===== src/logic/sar_readout_pkg.sv =====
// Constants and types shared by the converter control and readout logic.
package sar_readout_pkg;
  // Core clock period in picoseconds (50 MHz).
  localparam int CLK_PERIOD_PS = 20000;
  // Conversion duration used by the internal sequencer, in ns.
  localparam int CONV_TIME_NS = 360;
  localparam int CONV_CYCLES = (CONV_TIME_NS * 1000) / CLK_PERIOD_PS;
  // Longest permitted busy-high interval, in ns (rounded down to cycles).
  localparam int BUSY_MAX_NS = 370;
  localparam int BUSY_MAX_CYCLES = (BUSY_MAX_NS * 1000) / CLK_PERIOD_PS;
  // Abort window bounds after the start edge, in ns.
  localparam int ABORT_MIN_NS = 70;
  localparam int ABORT_MAX_NS = 350;
  localparam int ABORT_MIN_CYCLES = (ABORT_MIN_NS * 1000 + CLK_PERIOD_PS - 1) / CLK_PERIOD_PS;
  localparam int ABORT_MAX_CYCLES = (ABORT_MAX_NS * 1000) / CLK_PERIOD_PS;
  // Result and bus widths.
  localparam int RESULT_W = 16;
  localparam int BYTE_W = 8;
  localparam logic [15:0] RESULT_RESET = 16'h0000;
  localparam logic [7:0] FOLD_FILL = 8'hFF;
  localparam logic [8:0] CNT_ZERO = 9'h000;
  // Sequencer states.
  typedef enum logic [1:0] {ST_ACQUIRE, ST_CONVERT, ST_DONE} conv_state_t;
endpackage : sar_readout_pkg


===== src/logic/sar_adc_parallel_readout_control.sv =====
// Conversion sequencer and parallel result readout of a 16-bit SAR converter.
`timescale 1ns/1ps
`default_nettype none
module sar_adc_parallel_readout_control
  import sar_readout_pkg::*;
(
  // Clock and reset.
  input wire logic core_clk,
  input wire logic rst,
  // Host control pins.
  input wire logic convert_strobe_n,
  input wire logic select_n,
  input wire logic read_n,
  input wire logic byte_select,
  // Status and data bus.
  output logic busy,
  output logic [15:0] output_bus,
  output logic [15:0] output_bus_oe,
  // Sampled code from the analog core with its handshake.
  input wire logic [15:0] sar_code,
  input wire logic sar_valid,
  output logic sar_ready
);

  ////////////////////////////////////////////////////////////////////////
  conv_state_t state;
  logic [8:0] conv_cnt;
  logic strobe_q;
  logic select_q;
  logic strobe_fall;
  logic select_fall;
  logic abort_hit;
  logic acq_armed;
  logic [15:0] result;
  // Two-entry buffer between the analog core and the result latch.
  logic [15:0] buf_mem [2];
  logic buf_wr;
  logic buf_rd;
  logic [1:0] buf_count;
  logic buf_wp;
  logic buf_rp;
  logic buf_out_valid;
  logic buf_out_ready;

  // Edge history of the strobe and select pins.
  always_ff @(posedge core_clk or posedge rst) begin
    if (rst) begin
      strobe_q <= 1'b1;
      select_q <= 1'b1;
    end else begin
      strobe_q <= convert_strobe_n;
      select_q <= select_n;
    end
  end

  assign strobe_fall = strobe_q && !convert_strobe_n;
  assign select_fall = select_q && !select_n;

  assign abort_hit = (state == ST_CONVERT) &&
                     (conv_cnt >= 9'(ABORT_MIN_CYCLES)) &&
                     (conv_cnt <= 9'(ABORT_MAX_CYCLES)) &&
                     ((strobe_fall && !select_n) || select_fall);

  always_ff @(posedge core_clk or posedge rst) begin
    if (rst) begin
      acq_armed <= 1'b1;
    end else if (state == ST_CONVERT) begin
      // A select-edge abort is itself the start of a new acquisition.
      acq_armed <= abort_hit && select_fall;
    end else if (select_fall || state == ST_DONE) begin
      acq_armed <= 1'b1;
    end
  end

  ////////////////////////////////////////////////////////////////////////
  // sequencer on the core clock only.
  // asynchronous reset ends conversion at once.
  always_ff @(posedge core_clk or posedge rst) begin
    if (rst) begin
      state <= ST_ACQUIRE;
      conv_cnt <= CNT_ZERO;
    end else begin
      unique case (state)
        ST_ACQUIRE: begin
          conv_cnt <= CNT_ZERO;
          if (strobe_fall && !select_n && acq_armed) begin
            state <= ST_CONVERT;
          end
        end
        ST_CONVERT: begin
          conv_cnt <= conv_cnt + 9'h001;
          if (abort_hit) begin
            state <= ST_ACQUIRE;
          end else if (conv_cnt == 9'(CONV_CYCLES - 1) && buf_out_valid) begin
            state <= ST_DONE;
          end else if (conv_cnt == 9'(BUSY_MAX_CYCLES - 1)) begin
            state <= ST_ACQUIRE;
          end
        end
        ST_DONE: begin
          state <= ST_ACQUIRE;
        end
      endcase
    end
  end

  // busy rises one cycle after the edge.
  // busy falls at the end cycle.
  assign busy = (state == ST_CONVERT);

  ////////////////////////////////////////////////////////////////////////
  // Buffer writes when a code arrives and a slot is free.
  assign sar_ready = (buf_count != 2'd2);
  assign buf_wr = sar_valid && sar_ready;
  assign buf_out_valid = (buf_count != 2'd0);
  assign buf_out_ready = (state == ST_DONE);
  assign buf_rd = buf_out_valid && buf_out_ready;

  // Buffer pointers and occupancy count.
  always_ff @(posedge core_clk or posedge rst) begin
    if (rst) begin
      buf_wp <= 1'b0;
      buf_rp <= 1'b0;
      buf_count <= 2'd0;
    end else begin
      if (buf_wr) begin
        buf_wp <= !buf_wp;
      end
      if (buf_rd) begin
        buf_rp <= !buf_rp;
      end
      buf_count <= buf_count + 2'(buf_wr) - 2'(buf_rd);
    end
  end

  // Buffer data array, no reset needed.
  always_ff @(posedge core_clk) begin
    if (buf_wr) begin
      buf_mem[buf_wp] <= sar_code;
    end
  end

  ////////////////////////////////////////////////////////////////////////
  // atomic latch of all sixteen bits.
  always_ff @(posedge core_clk or posedge rst) begin
    if (rst) begin
      result <= RESULT_RESET;
    end else if (buf_rd) begin
      result <= buf_mem[buf_rp];
    end
  end

  // drive bus only on select and read.
  // result visible the cycle after end.
  always_comb begin
    output_bus_oe = {RESULT_W{!select_n && !read_n}};
    if (byte_select) begin
      output_bus = {result[BYTE_W-1:0], FOLD_FILL};
    end else begin
      output_bus = result;
    end
  end

  ////////////////////////////////////////////////////////////////////////
  // Busy-high interval length counter for checking.
  logic [8:0] busy_len;
  always_ff @(posedge core_clk or posedge rst) begin
    if (rst) begin
      busy_len <= CNT_ZERO;
    end else if (busy) begin
      busy_len <= busy_len + 9'h001;
    end else begin
      busy_len <= CNT_ZERO;
    end
  end

  chk_busy_rise: assert property (@(posedge core_clk) disable iff (rst)
    (state == ST_ACQUIRE && strobe_fall && !select_n && acq_armed) |=> busy)
    else $error("Busy did not rise after the start strobe.");
  chk_busy_bound: assert property (@(posedge core_clk) disable iff (rst)
    busy_len <= 9'(BUSY_MAX_CYCLES))
    else $error("Busy stayed high too long.");
  chk_abort_drops: assert property (@(posedge core_clk) disable iff (rst)
    abort_hit |=> !busy && $stable(result))
    else $error("Abort did not drop busy or changed the result.");
  chk_result_hold: assert property (@(posedge core_clk) disable iff (rst)
    busy |=> (busy || state == ST_DONE || $stable(result)))
    else $error("Result changed during conversion.");
  chk_result_latch: assert property (@(posedge core_clk) disable iff (rst)
    (state == ST_DONE) |=> (result == $past(buf_mem[buf_rp])))
    else $error("Result was not latched at end of conversion.");
  chk_bus_enable: assert property (@(posedge core_clk) disable iff (rst)
    (output_bus_oe == 16'hFFFF) == (!select_n && !read_n))
    else $error("Bus enable does not follow select and read.");
  chk_byte_fold: assert property (@(posedge core_clk) disable iff (rst)
    byte_select |-> output_bus == {result[7:0], 8'hFF})
    else $error("Byte fold output is wrong.");
  chk_done_time: assert property (@(posedge core_clk) disable iff (rst)
    $rose(busy) |-> ##[1:19] !busy)
    else $error("Conversion exceeded its time.");
  chk_busy_state: assert property (@(posedge core_clk) disable iff (rst)
    (state == ST_DONE) |-> $fell(busy))
    else $error("Busy not low at end of conversion.");
  chk_select_rearm: assert property (@(posedge core_clk) disable iff (rst)
    (abort_hit && select_fall) |=> acq_armed)
    else $error("Select abort did not start a new acquisition.");

  cov_full_conv: cover property (@(posedge core_clk) disable iff (rst)
    state == ST_DONE);
  cov_abort: cover property (@(posedge core_clk) disable iff (rst) abort_hit);
  cov_byte_read: cover property (@(posedge core_clk) disable iff (rst)
    output_bus_oe[0] && byte_select);

endmodule : sar_adc_parallel_readout_control
`default_nettype wire


===== config.mk =====
export PLATFORM = sky130hd
export DESIGN_NAME = sar_adc_parallel_readout_control
export DESIGN_NICKNAME = d
export VERILOG_FILES = /design/src/logic/sar_readout_pkg.sv /design/src/logic/sar_adc_parallel_readout_control.sv
export SDC_FILE = /design/constraint.sdc
export NUM_CORES = 1
export LEC_CHECK = 0
export BUFFER_PORTS_ARGS = -buffer_cell sky130_fd_sc_hd__buf_2
export CAP_MARGIN = 20
export CORE_UTILIZATION = 59
export DETAILED_ROUTE_END_ITERATION = 10
export PLACE_DENSITY = 0.84
export SETUP_SLACK_MARGIN = 0.2
export SLEW_MARGIN = 30
export SYNTH_ARGS = -nofsm -noshare
export SYNTH_HDL_FRONTEND = slang
export SYNTH_SLANG_ARGS = --single-unit

===== constraint.sdc =====
create_clock -name core_clk -period 5.19 [get_ports core_clk]
set_clock_uncertainty 0.05 [all_clocks]
set_input_delay 1.038 -clock core_clk [delete_from_list [all_inputs] [get_ports core_clk]]
set_output_delay 1.038 -clock core_clk [all_outputs]
set_load 0.01 [all_outputs]

==> impl_metrics.toml, run 1 <==
[sta]
maxSlewHeadroom_pct = 37.1
slew_violations = 0
post-route-min-period_ns = 3.03
whs_ns = 0.430
tns_ns = 0
final-setup-viol-count = 0
rsz0062_at_grt = "false"
hold_viol = 0
worst_slew_pin_slew_ns = 0.944
max_freq_ghz = 0.330
layout_setup_ws_ns = 2.16
min_period_over_period_pct = 58.4

[drt]
drc_errors = 0
vias = 1849
via_per_inst = 5.21
final_antenna_net_count = 0
drt-initial-drc-count = 97
drt-total-wl_um = 5150
drtPass1Iterations = 5
avgRoutedWirePerCell_um = 14.5

[min_path]
holdPathEnd = "result[15]$_DFFE_PP0P_"
holdPathStages = 2
hold_class = "reg -> reg"
min-delay-start = "result[15]$_DFFE_PP0P_"

[synthesis]
synth_area_leader_cell = "edfxtp_1"
yosysWarnings = 0
syn_area_mm2 = 0.00298
synth_top_area_share_pct = 32.3
syn_nets = 269
synth.distinct_cells = 34
yosysSeqAreaShare_pct = 61.0
synth.ff_latch_count = 66
syn-instance-count = 238
synth_area_leaders = "edfxtp_1, dfrtp_1, mux2i_1"
avgSynthCellArea_um2 = 12.5

[placement]
dp_hpwl_um = 3520
gp_congestion = 0.806
port_buffers = 56
dp_slack_ns = 2.14
dp.cells = 339

[cells_and_area]
drive_gt1_share_pct = 34.7
syn2layout_area_growth_pct = 14.7
final_cell_count_no_fill = 355
fin_nets = 314
diodes = 0

[grt]
grt_pass1_wl_um = 8250
grt_max_degree = 35
antenna_found_initial = 0
grt_pass1_vias = 1804
gr-total-overflow = 0
grt_use_total_pct = 21.5

[setup_path]
arrival_ns = 1.94
cp_top_family = "simple AND/OR/NAND/NOR gates"
path_cells = "buf_2 > nor2_1 > buf_2"
cpMostUsedCell = "buf_2"
endpoint_kind = "output pin"
r2r-start = "state[0]$_DFFE_PP0P_"
crit_buf_inv = 2
start_kind = "input port"
cp_data_required_time_ns = 4.10
r2r.worst_path.cells = 10
cp_max_fo = 16
critPathSlowestCell = "nor2_1"
max_stage_delay_ns = 0.52
reg2reg_to = "buf_count[1]$_DFF_PP0_"
worstSetupPathType = "in -> out"
r2r_setup_slack_ns = 3.11

[power_and_ir_drop]
power_switching_share_pct = 28.5
p_per_area_mw_per_mm2 = 428
switchingPower_w = 0.000416
pwr-share-seq_pct = 48.8
p_clk_share_pct = 31.1
pwr-share-comb_pct = 20.1
internal-power_w = 0.00105
total_power_w = 0.00146
peakVddDrop_mv = 0.275
p_leak_nw = 1.48

[die]
die_h_um = 73.0
initial_core_util_pct = 62.2
die_width_um = 73.0
core-area_mm2 = 0.00479
rows = 25
io_pins = 57
die-area_mm2 = 0.00534

[clock_network]
postCtsResizedCells = 0
cts.sinks = 66
clk_path_buf_depth = 2
path_clk_slew_ns = 0.07
cts-root-buf = "clkbuf_8"
cts_tree = "done"
htree_num_levels = 3
clock_latency_ns = 0.33
cts_buffers = 9
cts_setup_buffers = 0
cts_hold_buf = 0

[job]
cap_violations = 0

[outcome]
status = "completed"
==> area by class of cell <==
| type | count | area [um2] |
|---|---|---|
| clock buffer | 11 | 131 |
| clock inverter | 5 | 78.8 |
| fill | 348 | 1370 |
| inverter | 11 | 41.3 |
| multi-input combinational | 136 | 963 |
| sequential | 66 | 1820 |
| tap | 67 | 83.8 |
| timing repair buffer | 59 | 303 |
==> metrics by stage <==
stage,instance area [um2],utilization [%]
final,3420,71.4
after detailed placement,3210,67.0
after floorplan,2980,-
after global placement,3210,67.0
after CTS,3420,71.4
after global routing,3420,71.4
==> flip-flops by register name, summed over array words and instances (netlist names) <==
signal     cells
buf_count      2
buf_rp         1
select_q       1
strobe_q       1
buf_mem       32
result        16
state          2
conv_cnt       9
buf_wp         1
acq_armed      1
==> worst max-delay path by stage <==
stage / startpoint / cells after the start / endpoint / slack, ns
finish: select_n / 3 / output_bus_oe[4] / 2.16
floorplan: select_n / 2 / output_bus_oe[10] / 2.19
CTS: select_n / 3 / output_bus_oe[4] / 2.14
detailed placement: select_n / 3 / output_bus_oe[4] / 2.14
global route: select_n / 3 / output_bus_oe[6] / 2.00
global placement: select_n / 3 / output_bus_oe[4] / 2.19
==> placed cells by master (no fill, tap or decap), drive strengths merged, types with 3 or more instances in the layout <==
master / count
dfstp: 3
or2: 8
clkbuf: 11
ha: 8
nand3: 12
edfxtp: 32
buf: 59
inv: 11
dfrtp: 31
o21ai: 26
mux2i: 20
nand2: 23
xnor2: 5
mux2: 9
nor2: 7
clkinv: 3
==> cells in the mapped netlist <==
cell       n
nand4_1    2
o31ai_1    1
dfstp_2    3
o21ba_2    1
o21ai_0   24
o31a_1     1
buf_2      3
o21bai_1   1
mux2i_1   20
ha_1       8
nand3_2    1
buf_4     15
edfxtp_1  32
a31oi_4    1
xnor2_1    5
nand2b_1   2
nor3_1     2
inv_1     11
nor2b_1    1
or3b_4     1
or2b_1     1
o21ai_1    1
or2_2      8
nor2_1     7
nand3_1   11
dfrtp_1   31
and3_1     1
nand2_1   23
nor4_4     1
a21oi_1    2
mux2_2     9
clkbuf_1   6
buf_6      1
o21ai_2    1
==> power by group through the flow <==
stage	Clock (W)	Sequential, W	Combinational [W]
finish	0.000454	0.000713	0.000294
global route	0.000487	0.000723	0.000332
CTS	0.000463	0.000714	0.000298
detailed placement	0	0.000723	0.000296
global placement	0	0.000716	0.000284
floorplan	0	0.000698	0.000241
==> metal layers <==
| metal | track usage [%] | share of wire [%] | up-vias |
|---|---|---|---|
| met2 | 37.7 | 53 | 44 |
| met1 | 25.1 | 42 | 895 |
| met4 | 9.80 | 1.5 | 0 |
| li1 | - | - | 900 |
| met5 | 0 | 0 | - |
| met3 | 4.83 | 3.8 | 10 |
==> worst min-delay path: cells and delay by family, from the launching register on <==
kind            cells  cell delay (ns)
flops               1             0.34
compound gates      1             0.06
simple gates        1             0.05
==> kinds of logic after synthesis <==
family,share of synthesized area [%]
flops,61.0
simple gates,10.6
buf+inv,6.81
compound gates,6.68
mux,10.1
fa+ha+maj,3.36
xor+xnor,1.47
Power figures use the tool's default switching activity.
==> run 2, diff against run 1 <==
Settings changed: ABC_AREA set to 1, CORE_UTILIZATION 59 to 55, PLACE_DENSITY 0.84 to 0.79.
Clock period 5.19 ns to 3.02 ns, I/O delays scaled along.
==> run 2 against run 1 <==
Effect of this change:
- count of clock-buffer cells in the layout down 1
- total power increased by 57%
- sequential share of layout area is 0.75 points higher
- routed wire length is 3.2% lower
- worst setup slack worse by 1.3 ns
- non-clock buffer count up 1
- critical path type unchanged
==> impl_metrics.toml, run 2 <==
[cells_and_area]
regArea_mm2 = 0.00182
syn2layout_area_growth_pct = 14.1
fin_nets = 373
final_common_cell = "nand2_1"
largest_register = "buf_mem"
fillers = 435
multi_input_area_um2 = 843
fin_area_mm2 = 0.00337
largest_reg_flops = 32
mostFrequentLayoutCells = "nand2_1, buf_2, inv_1, edfxtp_1"
diodes = 0
drive_gt1_share_pct = 23.6
largestRegisters = "buf_mem x32, result x16, conv_cnt x9"

[sta]
maxSlewHeadroom_pct = 58.5
rsz0062_at_grt = "false"
slew_violations = 0
max_freq_ghz = 0.456
post-route-min-period_ns = 2.19
final-setup-viol-count = 0
worst_slew_pin_slew_ns = 0.620
layout_setup_ws_ns = 0.829
hold_viol = 0
tns_ns = 0
min_period_over_period_pct = 72.5

[clock_network]
cts_buffers = 9
clock_latency_ns = 0.34
cts_setup_buffers = 0
cts_tree = "done"
cts_hold_buf = 0
cts-root-buf = "clkbuf_8"
path_clk_slew_ns = 0.07
cts.sinks = 66
postCtsResizedCells = 0
htree_num_levels = 3
clk_path_buf_depth = 2

[synthesis]
synth.most_common_cell = "nand2_1"
syn_area_mm2 = 0.00295
synthArstFlopShare_pct = 51.5
synth_ff_type = "edfxtp_1"
syn_nets = 325
synth_edf_count = 32
synth_top_area_share_pct = 32.5
synth_area_leaders = "edfxtp_1, dfrtp_1, nand2_1"
synth_area_leader_cell = "edfxtp_1"
synth.ff_latch_count = 66
avgSynthCellArea_um2 = 10.0
syn-instance-count = 294
synth.distinct_cells = 28
yosysWarnings = 0
yosysSeqAreaShare_pct = 61.5
synth_common_cells = "nand2_1, edfxtp_1, inv_1"

[grt]
grt_pass1_vias = 1854
grt_use_total_pct = 19.9
gr-total-overflow = 0
grt_max_degree = 35
grt_pass1_wl_um = 7890
antenna_found_initial = 0

[drt]
drc_errors = 0
vias = 2026
drtPass1Iterations = 4
via_per_inst = 4.86
drt-total-wl_um = 4980
final_antenna_net_count = 0
drt-initial-drc-count = 125
avgRoutedWirePerCell_um = 11.9

[placement]
dp_slack_ns = 0.864
postPlaceCellArea_mm2 = 0.00318
dp_hpwl_um = 3610
gp_congestion = 0.829
port_buffers = 56

[setup_path]
reg2reg_to = "result[12]$_DFFE_PP0P_"
r2r_setup_slack_ns = 1.21
endpoint_kind = "output pin"
worstSetupPathType = "in -> out"
r2r.worst_path.cells = 3
arrival_ns = 1.54
cp_max_fo = 22
start_kind = "input port"
r2r-start = "buf_rp$_DFFE_PP0P_"
cp_data_required_time_ns = 2.37

[min_path]
hold_class = "in -> async"

[outcome]
status = "completed"

[die]
initial_core_util_pct = 57.4
die_width_um = 75.3
rows = 26
io_pins = 57
core-area_mm2 = 0.00514
die-area_mm2 = 0.00567
die_h_um = 75.3

[job]
cap_violations = 0

[power_and_ir_drop]
peakVddDrop_mv = 0.466
p_per_area_mw_per_mm2 = 680
p_leak_nw = 1.62
==> run 2: changes by cell type after synthesis, moves of 4 or more <==
cell	change
a21oi_1	+5
a31oi_1	+16
inv_1	+21
mux2_2	-9
mux2i_1	-20
nand2_1	+51
nand3_1	-4
nor2_1	+24
o21ai_0	-12
or2_2	-7
==> run 2: power breakdown <==
part           total [W]  switching, W  internal, W
Sequential       0.00119     0.0000698      0.00112
Clock           0.000685      0.000312     0.000374
Combinational   0.000421      0.000277     0.000144
==> run 2: logic make-up (layout without fill, tap and decap cells) <==
group / count (synthesis) / in the layout / share of synthesized area, %
xor+xnor: 3 / 3 / 0.890
flops: 66 / 66 / 61.5
simple gates: 119 / 119 / 16.4
buf+inv: 57 / 110 / 9.96
compound gates: 41 / 41 / 7.92
fa+ha+maj: 8 / 8 / 3.39
==> run 2: critical path, stage by stage <==
cell	delay [ns]
buf_2	0.11
inv_1	0.39
nand2_1	0.11
o21ai_0	0.14
buf_2	0.18
==> run 2: through the flow <==
stage	hold WS [ns]	util (%)	instances	power, W
after floorplan	0.419	-	294	0.00150
after global placement	0.439	62.0	401	0.00161
after detailed placement	0.450	62.0	401	0.00163
after CTS	0.292	65.6	417	0.00232
after global routing	0.306	65.6	417	0.00242
final	0.293	65.6	417	0.00229
==> run 2: routing by layer <==
metal | track usage, % | vias up | share of wire [%] | wire [um]
met3 | 8.03 | 13 | 5.0 | 251
met1 | 19.7 | 924 | 39 | 1920
li1 | - | 1040 | - | -
met5 | 0 | - | 0 | 0
met2 | 36.0 | 49 | 54 | 2700
met4 | 9.88 | 0 | 2.2 | 110
==> run 2: how the worst max path moves through the flow <==
stage,start,endpoint,slack [ns],cells after the start
after floorplan,select_n,output_bus_oe[10],0.89,2
final,byte_select,output_bus[14],0.83,5
after detailed placement,byte_select,output_bus[11],0.86,5
after global routing,byte_select,output_bus[14],0.71,5
after global placement,byte_select,output_bus[14],0.89,5
after CTS,byte_select,output_bus[14],0.82,5
==> run 2: layout make-up <==
class,instances,area share (%)
tap,70,2.60
clock buffer,10,3.79
clock inverter,6,1.71
inverter,34,3.79
multi-input combinational,171,25.0
timing repair buffer,60,9.21
sequential,66,53.9
